<file path="config.mk">
export PLATFORM = sky130hd
export DESIGN_NAME = ddc_port
export DESIGN_NICKNAME = d
export VERILOG_FILES = /design/src/logic/ddc_pkg.sv /design/src/logic/ddc_fifo.sv /design/src/logic/ddc_port.sv
export SDC_FILE = /design/constraint.sdc
export NUM_CORES = 1
export LEC_CHECK = 0
export ABC_AREA = 1
export BUFFER_PORTS_ARGS = -buffer_cell sky130_fd_sc_hd__buf_2
export CAP_MARGIN = 20
export CELL_PAD_IN_SITES_DETAIL_PLACEMENT = 0
export CELL_PAD_IN_SITES_GLOBAL_PLACEMENT = 1
export CORE_UTILIZATION = 45
export DETAILED_ROUTE_END_ITERATION = 6
export PLACE_DENSITY = 0.71
export SYNTH_ARGS = -nofsm -noshare
export SYNTH_HDL_FRONTEND = slang
export SYNTH_SLANG_ARGS = --single-unit
</file>
<file path="constraint.sdc">
create_clock -name clk -period 2.5 [get_ports clk]
set_input_delay 0.25 -clock clk [delete_from_list [all_inputs] [get_ports clk]]
set_output_delay 0.25 -clock clk [all_outputs]
set_load 0.02 [all_outputs]
</file>
<file path="src/logic/ddc_pkg.sv">
package ddc_pkg;

  // ----------------------------------------------------------------------
  // Serial command framing
  // ----------------------------------------------------------------------
  // Data bits per command word; the seventeenth bit is parity.
  localparam logic [4:0] DDC_DATA_BITS = 5'h10;
  // Bit count reset value.
  localparam logic [4:0] DDC_CNT_RST = 5'h00;

  // ----------------------------------------------------------------------
  // Command word fields, held in the upper data register
  // ----------------------------------------------------------------------
  localparam int DDC_FN_HI = 7;
  localparam int DDC_FN_LO = 4;
  localparam int DDC_MOD_HI = 3;
  localparam int DDC_MOD_LO = 0;
  // Control function and its reset modifier.
  localparam logic [3:0] DDC_FN_CONTROL = 4'h5;
  localparam logic [3:0] DDC_MOD_RESET = 4'h0;
  // Functions that return a reply word to the controller.
  localparam logic [3:0] DDC_FN_REQ_STATUS = 4'h2;
  localparam logic [3:0] DDC_FN_REQ_CONFIG = 4'h3;

  // ----------------------------------------------------------------------
  // Microcontroller register map
  // ----------------------------------------------------------------------
  localparam logic [1:0] DDC_ADDR_UPPER = 2'h0;
  localparam logic [1:0] DDC_ADDR_LOWER = 2'h1;
  localparam logic [1:0] DDC_ADDR_FAULT = 2'h2;
  localparam logic [1:0] DDC_ADDR_DONE = 2'h3;
  // Fault register bit positions.
  localparam int DDC_FLT_PARITY = 0;
  localparam int DDC_FLT_HANDSHAKE = 4;
  localparam int DDC_FLT_WRITE = 7;
  // Value that must be written to signal completion.
  localparam logic [7:0] DDC_DONE_VALUE = 8'h00;

  // ----------------------------------------------------------------------
  // Command queue
  // ----------------------------------------------------------------------
  localparam int DDC_FIFO_WIDTH = 16;
  localparam int DDC_FIFO_DEPTH = 32;

  // ----------------------------------------------------------------------
  // Carriers
  // ----------------------------------------------------------------------
  // Asynchronous pins from the controller cable and the drive board.
  typedef struct packed {
    logic [2:0] drive_select;
    logic [2:0] drive_id_strap;
    logic read_gate_request;
    logic write_gate_request;
    logic write_protect;
    logic transfer_req;
    logic serial_command_bit;
    logic external_error_pin;
  } ddc_pins_t;

  // Microcontroller register request.
  typedef struct packed {
    logic [1:0] addr;
    logic rd;
    logic wr;
    logic [7:0] wdata;
  } ddc_mc_req_t;

  // Handshake phase of the serial port.
  typedef enum logic [1:0] {
    DDC_ST_IDLE,
    DDC_ST_ACK,
    DDC_ST_PUSH
  } ddc_phase_t;

endpackage

</file>
<file path="src/logic/ddc_fifo.sv">
`timescale 1ns/100ps

// Small FIFO; the head word is presented from a register.
module ddc_fifo
  import ddc_pkg::*;
#(
  parameter int WIDTH = 16,
  parameter int DEPTH = 32
)
(
  input wire logic clk,
  input wire logic rst,
  input wire logic in_valid,
  output logic in_ready,
  input wire logic [WIDTH-1:0] in_data,
  output logic out_valid,
  input wire logic out_ready,
  output logic [WIDTH-1:0] out_data
);

  localparam int AW = $clog2(DEPTH);

  // ----------------------------------------------------------------------
  // Storage and pointers
  // ----------------------------------------------------------------------
  logic [WIDTH-1:0] mem_q [DEPTH];  // Word store.
  logic [AW-1:0] wptr_q;  // Next write slot.
  logic [AW-1:0] rptr_q;  // Next read slot.
  logic [AW:0] cnt_q;  // Words in the store, not counting the head.
  logic head_valid_q;  // Head register holds a word.
  logic [WIDTH-1:0] head_q;  // Head word.
  logic push;
  logic pull;

  // Ready while the store has a free slot; the head register is extra.
  assign in_ready = (cnt_q < (AW+1)'(DEPTH));
  assign out_valid = head_valid_q;
  assign out_data = head_q;
  assign push = in_valid && in_ready;
  // Refill the head when it is empty or being taken this cycle.
  assign pull = (cnt_q != '0) && (!head_valid_q || out_ready);

  // ----------------------------------------------------------------------
  // Pointer, count and head update
  // ----------------------------------------------------------------------
  // The store is written without reset; only control state is cleared.
  always_ff @(posedge clk)
  begin
    if (push)
    begin
      mem_q[wptr_q] <= in_data;
    end
    if (pull)
    begin
      head_q <= mem_q[rptr_q];
    end
  end

  // Control state follows the usual full/empty bookkeeping.
  always_ff @(posedge clk)
  begin
    if (rst)
    begin
      wptr_q <= '0;
      rptr_q <= '0;
      cnt_q <= '0;
      head_valid_q <= 1'b0;
    end
    else
    begin
      if (push)
      begin
        wptr_q <= wptr_q + 1'b1;
      end
      if (pull)
      begin
        rptr_q <= rptr_q + 1'b1;
      end
      cnt_q <= cnt_q + (AW+1)'(push) - (AW+1)'(pull);
      if (pull)
      begin
        head_valid_q <= 1'b1;
      end
      else if (out_ready)
      begin
        head_valid_q <= 1'b0;
      end
    end
  end

endmodule

</file>
<file path="src/logic/ddc_port.sv">
// Notes on behaviour
// - Code zero selects none; one..seven select.
// - Selected when code equals strap; only then commands.
// - Read gate follows; write gate follows normally.
// - Write protect holds write gate low.
// - Both gates while selected sets write fault.
// - Command is sixteen bits then parity.
// - Request marks valid bit; acknowledge after sampling.
// - Each selected request steps seventeen-state counter.
// - Count halts at sixteen or on capture.
// - Reply mode clears capture, re-enables counter.
// - Attention from four fault sources.
// - Write fault clears on control reset command.
// - Parity input: command bit or upper MSB.
// - Odd parity; inverted is fault; else appended.
// - Good parity raises command-ready interrupt.
// - Parity steps per bit; cleared on interrupt/fault.
// - Selection dropped mid-word: handshake fault.
// - Two-bit address picks four registers.
// - Fault register bits 0, 4, 7; read-only.
// - Reply bytes plus parity shifted, then complete.
// - Zero write to done register signals complete.
// - Upper register high byte, lower register low.
`timescale 1ns/100ps

module ddc_port
  import ddc_pkg::*;
(
  input wire logic clk,
  input wire logic rst,
  input wire ddc_pins_t pins_i,
  input wire ddc_mc_req_t mc_req,
  output logic [7:0] mc_rdata,
  output logic cmd_ready_int,
  output logic unit_selected,
  output logic read_gate_out,
  output logic write_gate_out,
  output logic transfer_ack,
  output logic reply_data,
  output logic command_complete,
  output logic attention
);

  // ----------------------------------------------------------------------
  // State
  // ----------------------------------------------------------------------
  // Every flip-flop of the port outside the command queue lives in this one record.
  typedef struct packed {
    ddc_pins_t s1;  // First synchroniser stage, read only by s2.
    ddc_pins_t s2;  // Second synchroniser stage.
    logic treq_prev;  // Request level one cycle ago, for edge detect.
    logic sel;  // Unit selected.
    logic rg_out;  // Read gate to the channel.
    logic wg_out;  // Write gate to the channel.
    logic tack;  // Transfer acknowledge.
    logic reply_bit;  // Config/status data line.
    ddc_phase_t ph;  // Handshake phase.
    logic [4:0] cnt;  // Bits moved in the current word.
    logic captured;  // All seventeen bits received.
    logic reply;  // Reply shift mode.
    logic in_prog;  // Transfer in progress.
    logic par;  // Running odd parity.
    logic [15:0] shreg;  // Receive shift register.
    logic [7:0] reg_a;  // Upper command byte.
    logic [7:0] reg_b;  // Lower command byte.
    logic holding;  // A command is in the registers.
    logic req_data;  // Held command wants a reply.
    logic int_q;  // Command-ready interrupt.
    logic wr_flt;  // Write conflict fault.
    logic par_flt;  // Parity fault.
    logic hs_flt;  // Handshake fault.
    logic done;  // Command complete.
    logic atten;  // Attention.
    logic [7:0] rdata;  // Read data to the microcontroller.
  } ddc_state_t;

  ddc_state_t q;  // Registered state.
  ddc_state_t d;  // Next state.

  // ----------------------------------------------------------------------
  // Helpers
  // ----------------------------------------------------------------------
  // True when an upper byte names a command that returns data.
  function automatic logic wants_reply(input logic [7:0] upper);
    logic [3:0] fn;
    fn = upper[DDC_FN_HI:DDC_FN_LO];
    return (fn == DDC_FN_REQ_STATUS) || (fn == DDC_FN_REQ_CONFIG);
  endfunction

  // True when an upper byte is the control reset command.
  function automatic logic is_reset_cmd(input logic [7:0] upper);
    return (upper[DDC_FN_HI:DDC_FN_LO] == DDC_FN_CONTROL) &&
           (upper[DDC_MOD_HI:DDC_MOD_LO] == DDC_MOD_RESET);
  endfunction

  // ----------------------------------------------------------------------
  // Command queue
  // ----------------------------------------------------------------------
  logic fifo_in_valid;
  logic fifo_in_ready;
  logic fifo_out_valid;
  logic fifo_out_ready;
  logic [15:0] fifo_out_data;

  // The head is taken only when the registers are free.
  assign fifo_out_ready = !q.holding;

  ddc_fifo #(
    .WIDTH(DDC_FIFO_WIDTH),
    .DEPTH(DDC_FIFO_DEPTH)
  ) u_fifo (
    .clk(clk),
    .rst(rst),
    .in_valid(fifo_in_valid),
    .in_ready(fifo_in_ready),
    .in_data(q.shreg),
    .out_valid(fifo_out_valid),
    .out_ready(fifo_out_ready),
    .out_data(fifo_out_data)
  );

  // ----------------------------------------------------------------------
  // Next-state logic
  // ----------------------------------------------------------------------
  // Clears are applied before sets so that a fault raised in the same
  // cycle as its clear survives.
  always_comb
  begin
    logic step;
    logic sel_now;
    logic par_fin;
    // Locals start from a known value so no path leaves them latched.
    step = 1'b0;
    sel_now = 1'b0;
    par_fin = 1'b0;
    d = q;
    fifo_in_valid = 1'b0;

    // Two stages on every cable and board pin.
    d.s1 = pins_i;
    d.s2 = q.s1;
    d.treq_prev = q.s2.transfer_req;

    // Code zero never matches, so no drive answers it.
    sel_now = (q.s2.drive_select == q.s2.drive_id_strap) &&
              (q.s2.drive_select != 3'h0);
    d.sel = sel_now;

    // Gates pass through; protect overrides the write gate.
    d.rg_out = q.s2.read_gate_request;
    d.wg_out = q.s2.write_gate_request &&
               !q.s2.write_protect;

    // Microcontroller reads; reading faults clears the soft faults.
    if (mc_req.rd)
    begin
      case (mc_req.addr)
        DDC_ADDR_UPPER: d.rdata = q.reg_a;
        DDC_ADDR_LOWER:
        begin
          d.rdata = q.reg_b;
          d.int_q = 1'b0;
        end
        DDC_ADDR_FAULT:
        begin
          d.rdata = 8'h00;
          d.rdata[DDC_FLT_PARITY] = q.par_flt;
          d.rdata[DDC_FLT_HANDSHAKE] = q.hs_flt;
          d.rdata[DDC_FLT_WRITE] = q.wr_flt;
          d.par_flt = 1'b0;
          d.hs_flt = 1'b0;
        end
        default: d.rdata = 8'h00;
      endcase
    end

    // Microcontroller writes; the fault register ignores them.
    if (mc_req.wr && q.holding && !q.reply)
    begin
      case (mc_req.addr)
        DDC_ADDR_UPPER: d.reg_a = mc_req.wdata;
        DDC_ADDR_LOWER:
        begin
          d.reg_b = mc_req.wdata;
          // The lower byte completes the reload and starts the reply.
          if (q.req_data)
          begin
            d.reply = 1'b1;
            d.captured = 1'b0;
            d.cnt = DDC_CNT_RST;
            d.par = 1'b0;
          end
        end
        DDC_ADDR_DONE:
        begin
          if (mc_req.wdata == DDC_DONE_VALUE && !q.req_data)
          begin
            d.done = 1'b1;
            d.holding = 1'b0;
            d.int_q = 1'b0;
          end
        end
        default: d.reply = q.reply;
      endcase
    end

    // Load the next queued command into the byte registers.
    if (fifo_out_valid && !q.holding)
    begin
      d.reg_a = fifo_out_data[15:8];
      d.reg_b = fifo_out_data[7:0];
      d.holding = 1'b1;
      d.req_data = wants_reply(fifo_out_data[15:8]);
      d.int_q = 1'b1;
      if (is_reset_cmd(fifo_out_data[15:8]))
      begin
        d.wr_flt = 1'b0;
      end
    end

    // Both gates on a selected drive is a write conflict.
    if (q.sel && q.s2.read_gate_request && q.s2.write_gate_request)
    begin
      d.wr_flt = 1'b1;
    end

    // One step per rising request while selected and idle.
    step = q.sel && q.s2.transfer_req && !q.treq_prev &&
           (q.ph == DDC_ST_IDLE);

    case (q.ph)
      DDC_ST_IDLE:
      begin
        if (step && q.reply)
        begin
          if (q.cnt != DDC_DATA_BITS)
          begin
            // Data bits leave from the upper MSB.
            d.reply_bit = q.reg_a[7];
            d.par = q.par ^ q.reg_a[7];
            {d.reg_a, d.reg_b} = {q.reg_a[6:0], q.reg_b, 1'b0};
            d.cnt = q.cnt + 5'h01;
            d.in_prog = 1'b1;
          end
          else
          begin
            // Seventeenth bit is the generated odd parity.
            d.reply_bit = ~q.par;
            d.cnt = DDC_CNT_RST;
            d.par = 1'b0;
            d.reply = 1'b0;
            d.in_prog = 1'b0;
            d.holding = 1'b0;
            d.int_q = 1'b0;
            d.done = 1'b1;
          end
          d.tack = 1'b1;
          d.ph = DDC_ST_ACK;
        end
        else if (step && !q.captured)
        begin
          if (q.cnt != DDC_DATA_BITS)
          begin
            d.shreg = {q.shreg[14:0], q.s2.serial_command_bit};
            d.par = q.par ^ q.s2.serial_command_bit;
            d.cnt = q.cnt + 5'h01;
            d.in_prog = 1'b1;
            // A completion newly written this cycle survives; one already set is cleared.
            d.done = d.done && !q.done;
            d.tack = 1'b1;
            d.ph = DDC_ST_ACK;
          end
          else
          begin
            // Parity bit closes the word and halts the counter.
            par_fin = q.par ^ q.s2.serial_command_bit;
            d.captured = 1'b1;
            d.in_prog = 1'b0;
            d.par = 1'b0;
            if (par_fin)
            begin
              d.ph = DDC_ST_PUSH;
            end
            else
            begin
              d.par_flt = 1'b1;
              d.captured = 1'b0;
              d.cnt = DDC_CNT_RST;
              d.tack = 1'b1;
              d.ph = DDC_ST_ACK;
            end
          end
        end
      end
      DDC_ST_ACK:
      begin
        // Acknowledge stands until the request is withdrawn.
        if (!q.s2.transfer_req)
        begin
          d.tack = 1'b0;
          d.ph = DDC_ST_IDLE;
        end
      end
      DDC_ST_PUSH:
      begin
        // A full queue withholds the last acknowledge, stalling the
        // controller instead of dropping a command.
        fifo_in_valid = 1'b1;
        if (fifo_in_ready)
        begin
          d.captured = 1'b0;
          d.cnt = DDC_CNT_RST;
          d.tack = 1'b1;
          d.ph = DDC_ST_ACK;
        end
      end
      default: d.ph = DDC_ST_IDLE;
    endcase

    // Losing selection mid-word aborts it and flags the interface.
    if (q.sel && !sel_now && (q.in_prog || q.ph == DDC_ST_PUSH))
    begin
      d.hs_flt = 1'b1;
      d.in_prog = 1'b0;
      d.par = 1'b0;
      d.cnt = DDC_CNT_RST;
      d.captured = 1'b0;
      d.reply = 1'b0;
      d.tack = 1'b0;
      d.ph = DDC_ST_IDLE;
    end

    d.atten = d.wr_flt || d.par_flt || d.hs_flt ||
              q.s2.external_error_pin;
  end

  // ----------------------------------------------------------------------
  // State register
  // ----------------------------------------------------------------------
  // Synchronous reset clears all state to its idle value.
  always_ff @(posedge clk)
  begin
    if (rst)
    begin
      q <= '0;
    end
    else
    begin
      q <= d;
    end
  end

  // ----------------------------------------------------------------------
  // Outputs
  // ----------------------------------------------------------------------
  assign mc_rdata = q.rdata;
  assign cmd_ready_int = q.int_q;
  assign unit_selected = q.sel;
  assign read_gate_out = q.rg_out;
  assign write_gate_out = q.wg_out;
  assign transfer_ack = q.tack;
  assign reply_data = q.reply_bit;
  assign command_complete = q.done;
  assign attention = q.atten;

endmodule

</file>
== Word-level counts from Yosys, hierarchy flattened ==
Memories as Yosys holds them, arrays and structs flattened. A register that Yosys moved wholly into a read port is not among the register bits.
Index checks and enable logic that the tools add are counted.

* Div/mod/pow operators: 0
* $lt $le $gt $ge: 1
* Equal/unequal tests: 15
* Shift operators: 0
* $add $sub $neg: 5
* Bitwise gates (word level): 4
* Reduce and logical (&&, ||, !) cells: 48
* Multiplexer cells: 79
* Multiply operators: 0

{| class="wikitable"
|+ Operator list
! cell !! number
|-
| $mux W16 || 3
|-
| $mux W1 || 47
|-
| $mux W7 || 6
|-
| $mux W36 || 1
|-
| $mux W17 || 2
|-
| $mux W8 || 4
|-
| $pmux W8 S3 || 1
|-
| $mux W20 || 1
|-
| $logic_and A1 B1 Y1 || 19
|-
| $mux W18 || 1
|-
| $add A5 B1 Y5 const B || 3
|-
| $mux W2 || 7
|-
| $mux W6 || 2
|-
| $pmux W6 S2 || 1
|-
| $logic_not A1 Y1 || 9
|-
| $eq A4 B2 Y1 const B || 2
|-
| $logic_not A8 Y1 || 1
|-
| $add A6 B1 Y6 || 1
|-
| $eq A2 B2 Y1 const B || 3
|-
| $logic_or A1 B1 Y1 || 6
|-
| $lt A6 B6 Y1 const B || 1
|-
| $pmux W2 S3 || 1
|-
| $reduce_bool A3 Y1 || 2
|-
| $reduce_bool A6 Y1 || 1
|-
| other kinds (21) || 27
|}

* Bits in read-only memories: 0
* Bits in latches: 0
* Memory bits (writable): 512
* Output and inout bits: 16
* Register bits after elaboration: 106
* Memories kept: 1

{| class="wikitable"
|+ Memory list
! name !! words !! bits a word !! rd ports !! clocked after memory_dff !! wr ports !! line !! source
|-
| u_fifo.mem_q || 32 || 16 || 1 || 1 || 1 || ddc_fifo.sv:26 || <nowiki>logic [WIDTH-1:0] mem_q [DEPTH];</nowiki>
|}

== Depth between registers and ports, before layout ==
* Depth in word-level cells: 11
* Mapped depth: 16
* Depth with buffers taken out: 16

== Hierarchy ==
From an unflattened synthesis, not the netlist that was laid out.

* Cells, all modules: 2711
* Area, all modules: 27086.0 µm²

{| class="wikitable"
|+ By module, submodules not included
! module !! instances !! cells an instance !! area an instance (µm²)
|-
| ddc_fifo || 1 || 2149 || 23069.6
|-
| ddc_port || 1 || 562 || 4016.4
|}

== Worst setup path after synthesis ==
Ideal clock, no wire load.

* Kind: register -> register
* From: register u_fifo.cnt_q[5]
* To: register u_fifo.cnt_q[4]
* Required time: 2.381 ns
* Slack: -0.250 ns
* Cell stages (with the launch flop): 16
* Library setup time: 0.119 ns
* Arrival: 2.631 ns
* Cell sequence: dfxtp_1 inv_1 ha_1 nand2_1 o21ai_1 inv_1 ha_1 inv_1 ha_1 fa_1 nand2_1 inv_1 o21ai_0 nand2_1 o21ai_0 a21oi_1

* Elaborated cells between the ends (all ways): 6
* Classes of those cells: add/sub (2); order compare (1); reduce/logical (3)

{| class="wikitable"
|+ RTL lines
! item !! line !! source
|-
| start: declaration || ddc_fifo.sv:29 || <nowiki>logic [AW:0] cnt_q;</nowiki>
|-
| start signal: assignment || ddc_fifo.sv:79 || <nowiki>cnt_q <= cnt_q + (AW+1)'(push) - (AW+1)'(pull);</nowiki>
|-
| $reduce_bool A6 Y1 || ddc_fifo.sv:41 || <nowiki>assign pull = (cnt_q != '0) && (!head_valid_q || out_ready);</nowiki>
|-
| $logic_and A1 B1 Y1 || ddc_fifo.sv:41 ||
|-
| net u_fifo.pull || ddc_fifo.sv:33 || <nowiki>logic pull;</nowiki>
|-
| $sub A6 B1 Y6 || ddc_fifo.sv:79 ||
|}

The timed path passes the listed nets, and every way through them passes these cells.
A chain may end at the register's enable or synchronous reset.

== Worst setup path after layout ==
* From: register u_fifo.cnt_q[2]
* To: register u_fifo.cnt_q[4]

The elaborated chain is that of the path after synthesis.

==> results.sh <==
export IMPL_nets=2431
export IMPL_clkSlewWorstSetupHoldPaths_ps=60
export IMPL_syn_nets=2325
export IMPL_post_drt_wl_per_cell_um=20.7
export IMPL_maxCapViolCount=0
export IMPL_antenna_cells=0
export IMPL_finalSetupViolCount=0
export IMPL_totalWireLength_um=66200
export IMPL_grt_max_degree=87
export IMPL_critPathRequiredTime_ps=2970
export IMPL_num_rows=87
export IMPL_worstHoldPathType="input pin to flip-flop"
export IMPL_dp_hpwl_um=40500
export IMPL_skew_ps=12.1
export IMPL_io_buffers=41
export IMPL_place_congestion=0.845
export IMPL_insertion_delay_ps=590
export IMPL_avgViaCountPerCell=5.39
export IMPL_setup_ws_ps=206
export IMPL_dpl_cell_count=3060
export IMPL_p_leak_nw=11.5
export IMPL_core_area_um2=56400
export IMPL_synth_most_common_cell="edfxtp_1"
export IMPL_end_kind="flip-flop"
export IMPL_fmax_mhz=436
export IMPL_ys_ff_latch=634
export IMPL_drtIter0Drc=1625
export IMPL_cts_tree="done"
export IMPL_hold_ws_ps=37.3
export IMPL_synth_seq_area_share=0.701
export IMPL_grt_pass1_wl_um=98800
export IMPL_pre_cts_ws_ps=55.3
export IMPL_grt_util_all_layers=0.230
export IMPL_hold_viol=0
export IMPL_setup_tns_ps=0
export IMPL_path_max_fanout=2
export IMPL_fp_dieW_um=241
export IMPL_status="complete, no violations"
export IMPL_crit_chain="inv_1, ha_1, nand2_1, o21ai_2, inv_4, ha_1, inv_1, ha_2, fa_2, nand2_1, inv_1, o21ai_1, nand2_1, o21ai_1, a21oi_1"
export IMPL_start_util=0.455
export IMPL_die_h_um=241
export IMPL_numCtsBuffers=69
export IMPL_grt_overflow=0
export IMPL_instances_no_fill=3195
export IMPL_antenna_found_initial=0
export IMPL_drive_gt1_frac=0.109
export IMPL_min_period_ps=2290
export IMPL_drc_errors=0
export IMPL_clockRootBuffer="clkbuf_16"
export IMPL_worst_slew_pin_slew_ps=827
export IMPL_num_vias=17218
export IMPL_synthFlopType="edfxtp_1"
export IMPL_avgSynthCellArea_um2=11.2
export IMPL_vdd_ir_drop_max_mv=0.630
export IMPL_synthArstFlopShare=0
export IMPL_yosys_warnings=0
export IMPL_synth_top_area_share=0.618
export IMPL_synth_largest_area_cell="edfxtp_1"
export IMPL_synth_cell_types=39
export IMPL_drtAntennaViolNets=0
export IMPL_clock_sink_count=634
export IMPL_first_pass_iters=6
export IMPL_ys_top_cells_by_area="edfxtp_1 (62%), dfxtp_1 (8.3%), nor2_1 (6.5%), o21ai_0 (5.4%), nand2_1 (3.8%)"
export IMPL_area_growth_syn_to_layout_pct=15.0
export IMPL_slew_violations=0
export IMPL_io_pins=42
export IMPL_critPathArrivalTime_ps=2770
export IMPL_synth_cells=2283
export IMPL_max_stage_delay_ps=360
export IMPL_netlist_area_um2=25700
export IMPL_synth_edf_count=528
export IMPL_die_area_um2=58000
export IMPL_cp_start_kind="flip-flop"
export IMPL_yosys_top_cells_count="edfxtp_1 (528), nor2_1 (445), o21ai_0 (276)"
export IMPL_grt_pass1_vias=16118
export IMPL_clock_path_buffers=3
export IMPL_slew_headroom=0.448
export IMPL_p_per_area_nw_per_um2=953
export IMPL_crit_type="flip-flop to flip-flop"
export IMPL_htreeDepth=3
export IMPL_cp_slowest_cell="fa_2"
export IMPL_min_period_over_period=0.917
==> logic make-up after synthesis <==
family,synth area share
AND/OR/NAND/NOR,0.134
buffers and inverters,0.0492
adder cells (fa/ha/maj),0.00810
XOR/XNOR,0.00171
AO/OA/AOI/OAI,0.107
flip-flops,0.701
==> repair_timing <==
action / in CTS / in global routing
endpoints found under the hold margin: 18 / 0
setup endpoints to repair: 0 / 1
setup buffers: 0 / 0
gates resized for setup: 0 / 4
hold buffers: 14 / 0
==> final cells by class <==
type	count	area, um^2
fillers	5005	26900
flip-flops and latches	634	18000
multi-input cells	1366	6430
clock buffers	97	1960
repair buffers	167	1420
well taps	756	946
inverters	151	577
clock inverters	24	184
==> cell usage in the layout, fill, tap and decap left out, types with 14 or more instances in the layout <==
cell           instances
edfxtp_1             528
nor2_1               444
o21ai_0              274
nand2_1              262
inv_1                143
nand3_1              114
dfxtp_1              104
buf_4                 93
clkbuf_16             73
o211ai_1              64
o22ai_1               62
a21oi_1               53
buf_2                 41
o21ai_1               26
clkbuf_1              20
buf_12                19
clkinv_1              14
ha_1                  14
dlygate4sd3_1         14
==> sequential cells by signal, indices dropped and copies added, names as in the netlist, 5 cells and up <==
name / cells
u_fifo.rptr_q: 5
u_fifo.cnt_q: 6
q: 59
u_fifo.wptr_q: 5
u_fifo.mem_q: 512
d: 14
mc_rdata: 8
u_fifo.out_data: 16
==> final timing paths <==
path                        start               to  slack, ps  depth (start not counted)
hold / removal          mc_req[4]            q[28]         40                          3
setup reg to reg  u_fifo.cnt_q[2]  u_fifo.cnt_q[4]        210                         15
setup / recovery  u_fifo.cnt_q[2]  u_fifo.cnt_q[4]        210                         15
hold reg to reg             q[68]   write_gate_out        380                          1
==> power breakdown <==
part           switching [W]  leakage [nW]  internal [W]
clock                0.00394          1.05       0.00574
sequential          0.000287          6.56        0.0117
combinational        0.00427          3.90       0.00215
total                0.00850          11.5        0.0196
==> routing by layer <==
| metal | vias up | part of all wire | track usage |
|---|---|---|---|
| met3 | 104 | 0.056 | 0.0385 |
| met2 | 496 | 0.48 | 0.373 |
| met5 | - | 0 | 0 |
| met4 | 0 | 0.028 | 0.0786 |
| li1 | 8191 | - | - |
| met1 | 8427 | 0.44 | 0.315 |
==> worst max-delay path: cells and delay by family, from the launching register on <==
kind            cells  cell delay, ps
simple gates        3             210
buf+inv             4             210
fa+ha+maj           4             970
flops               1             310
compound gates      4             470
==> per-stage QoR <==
| step | total power [W] | cell area, um^2 | utilization |
|---|---|---|---|
| floorplan | 0.0164 | 25700 | - |
| global placement | 0.0185 | 27200 | 0.483 |
| detailed placement | 0.0186 | 27200 | 0.483 |
| CTS | 0.0283 | 29500 | 0.523 |
| global route | 0.0295 | 29500 | 0.523 |
| finish | 0.0281 | 29500 | 0.523 |
No activity file was read; power rests on OpenSTA's default activity.
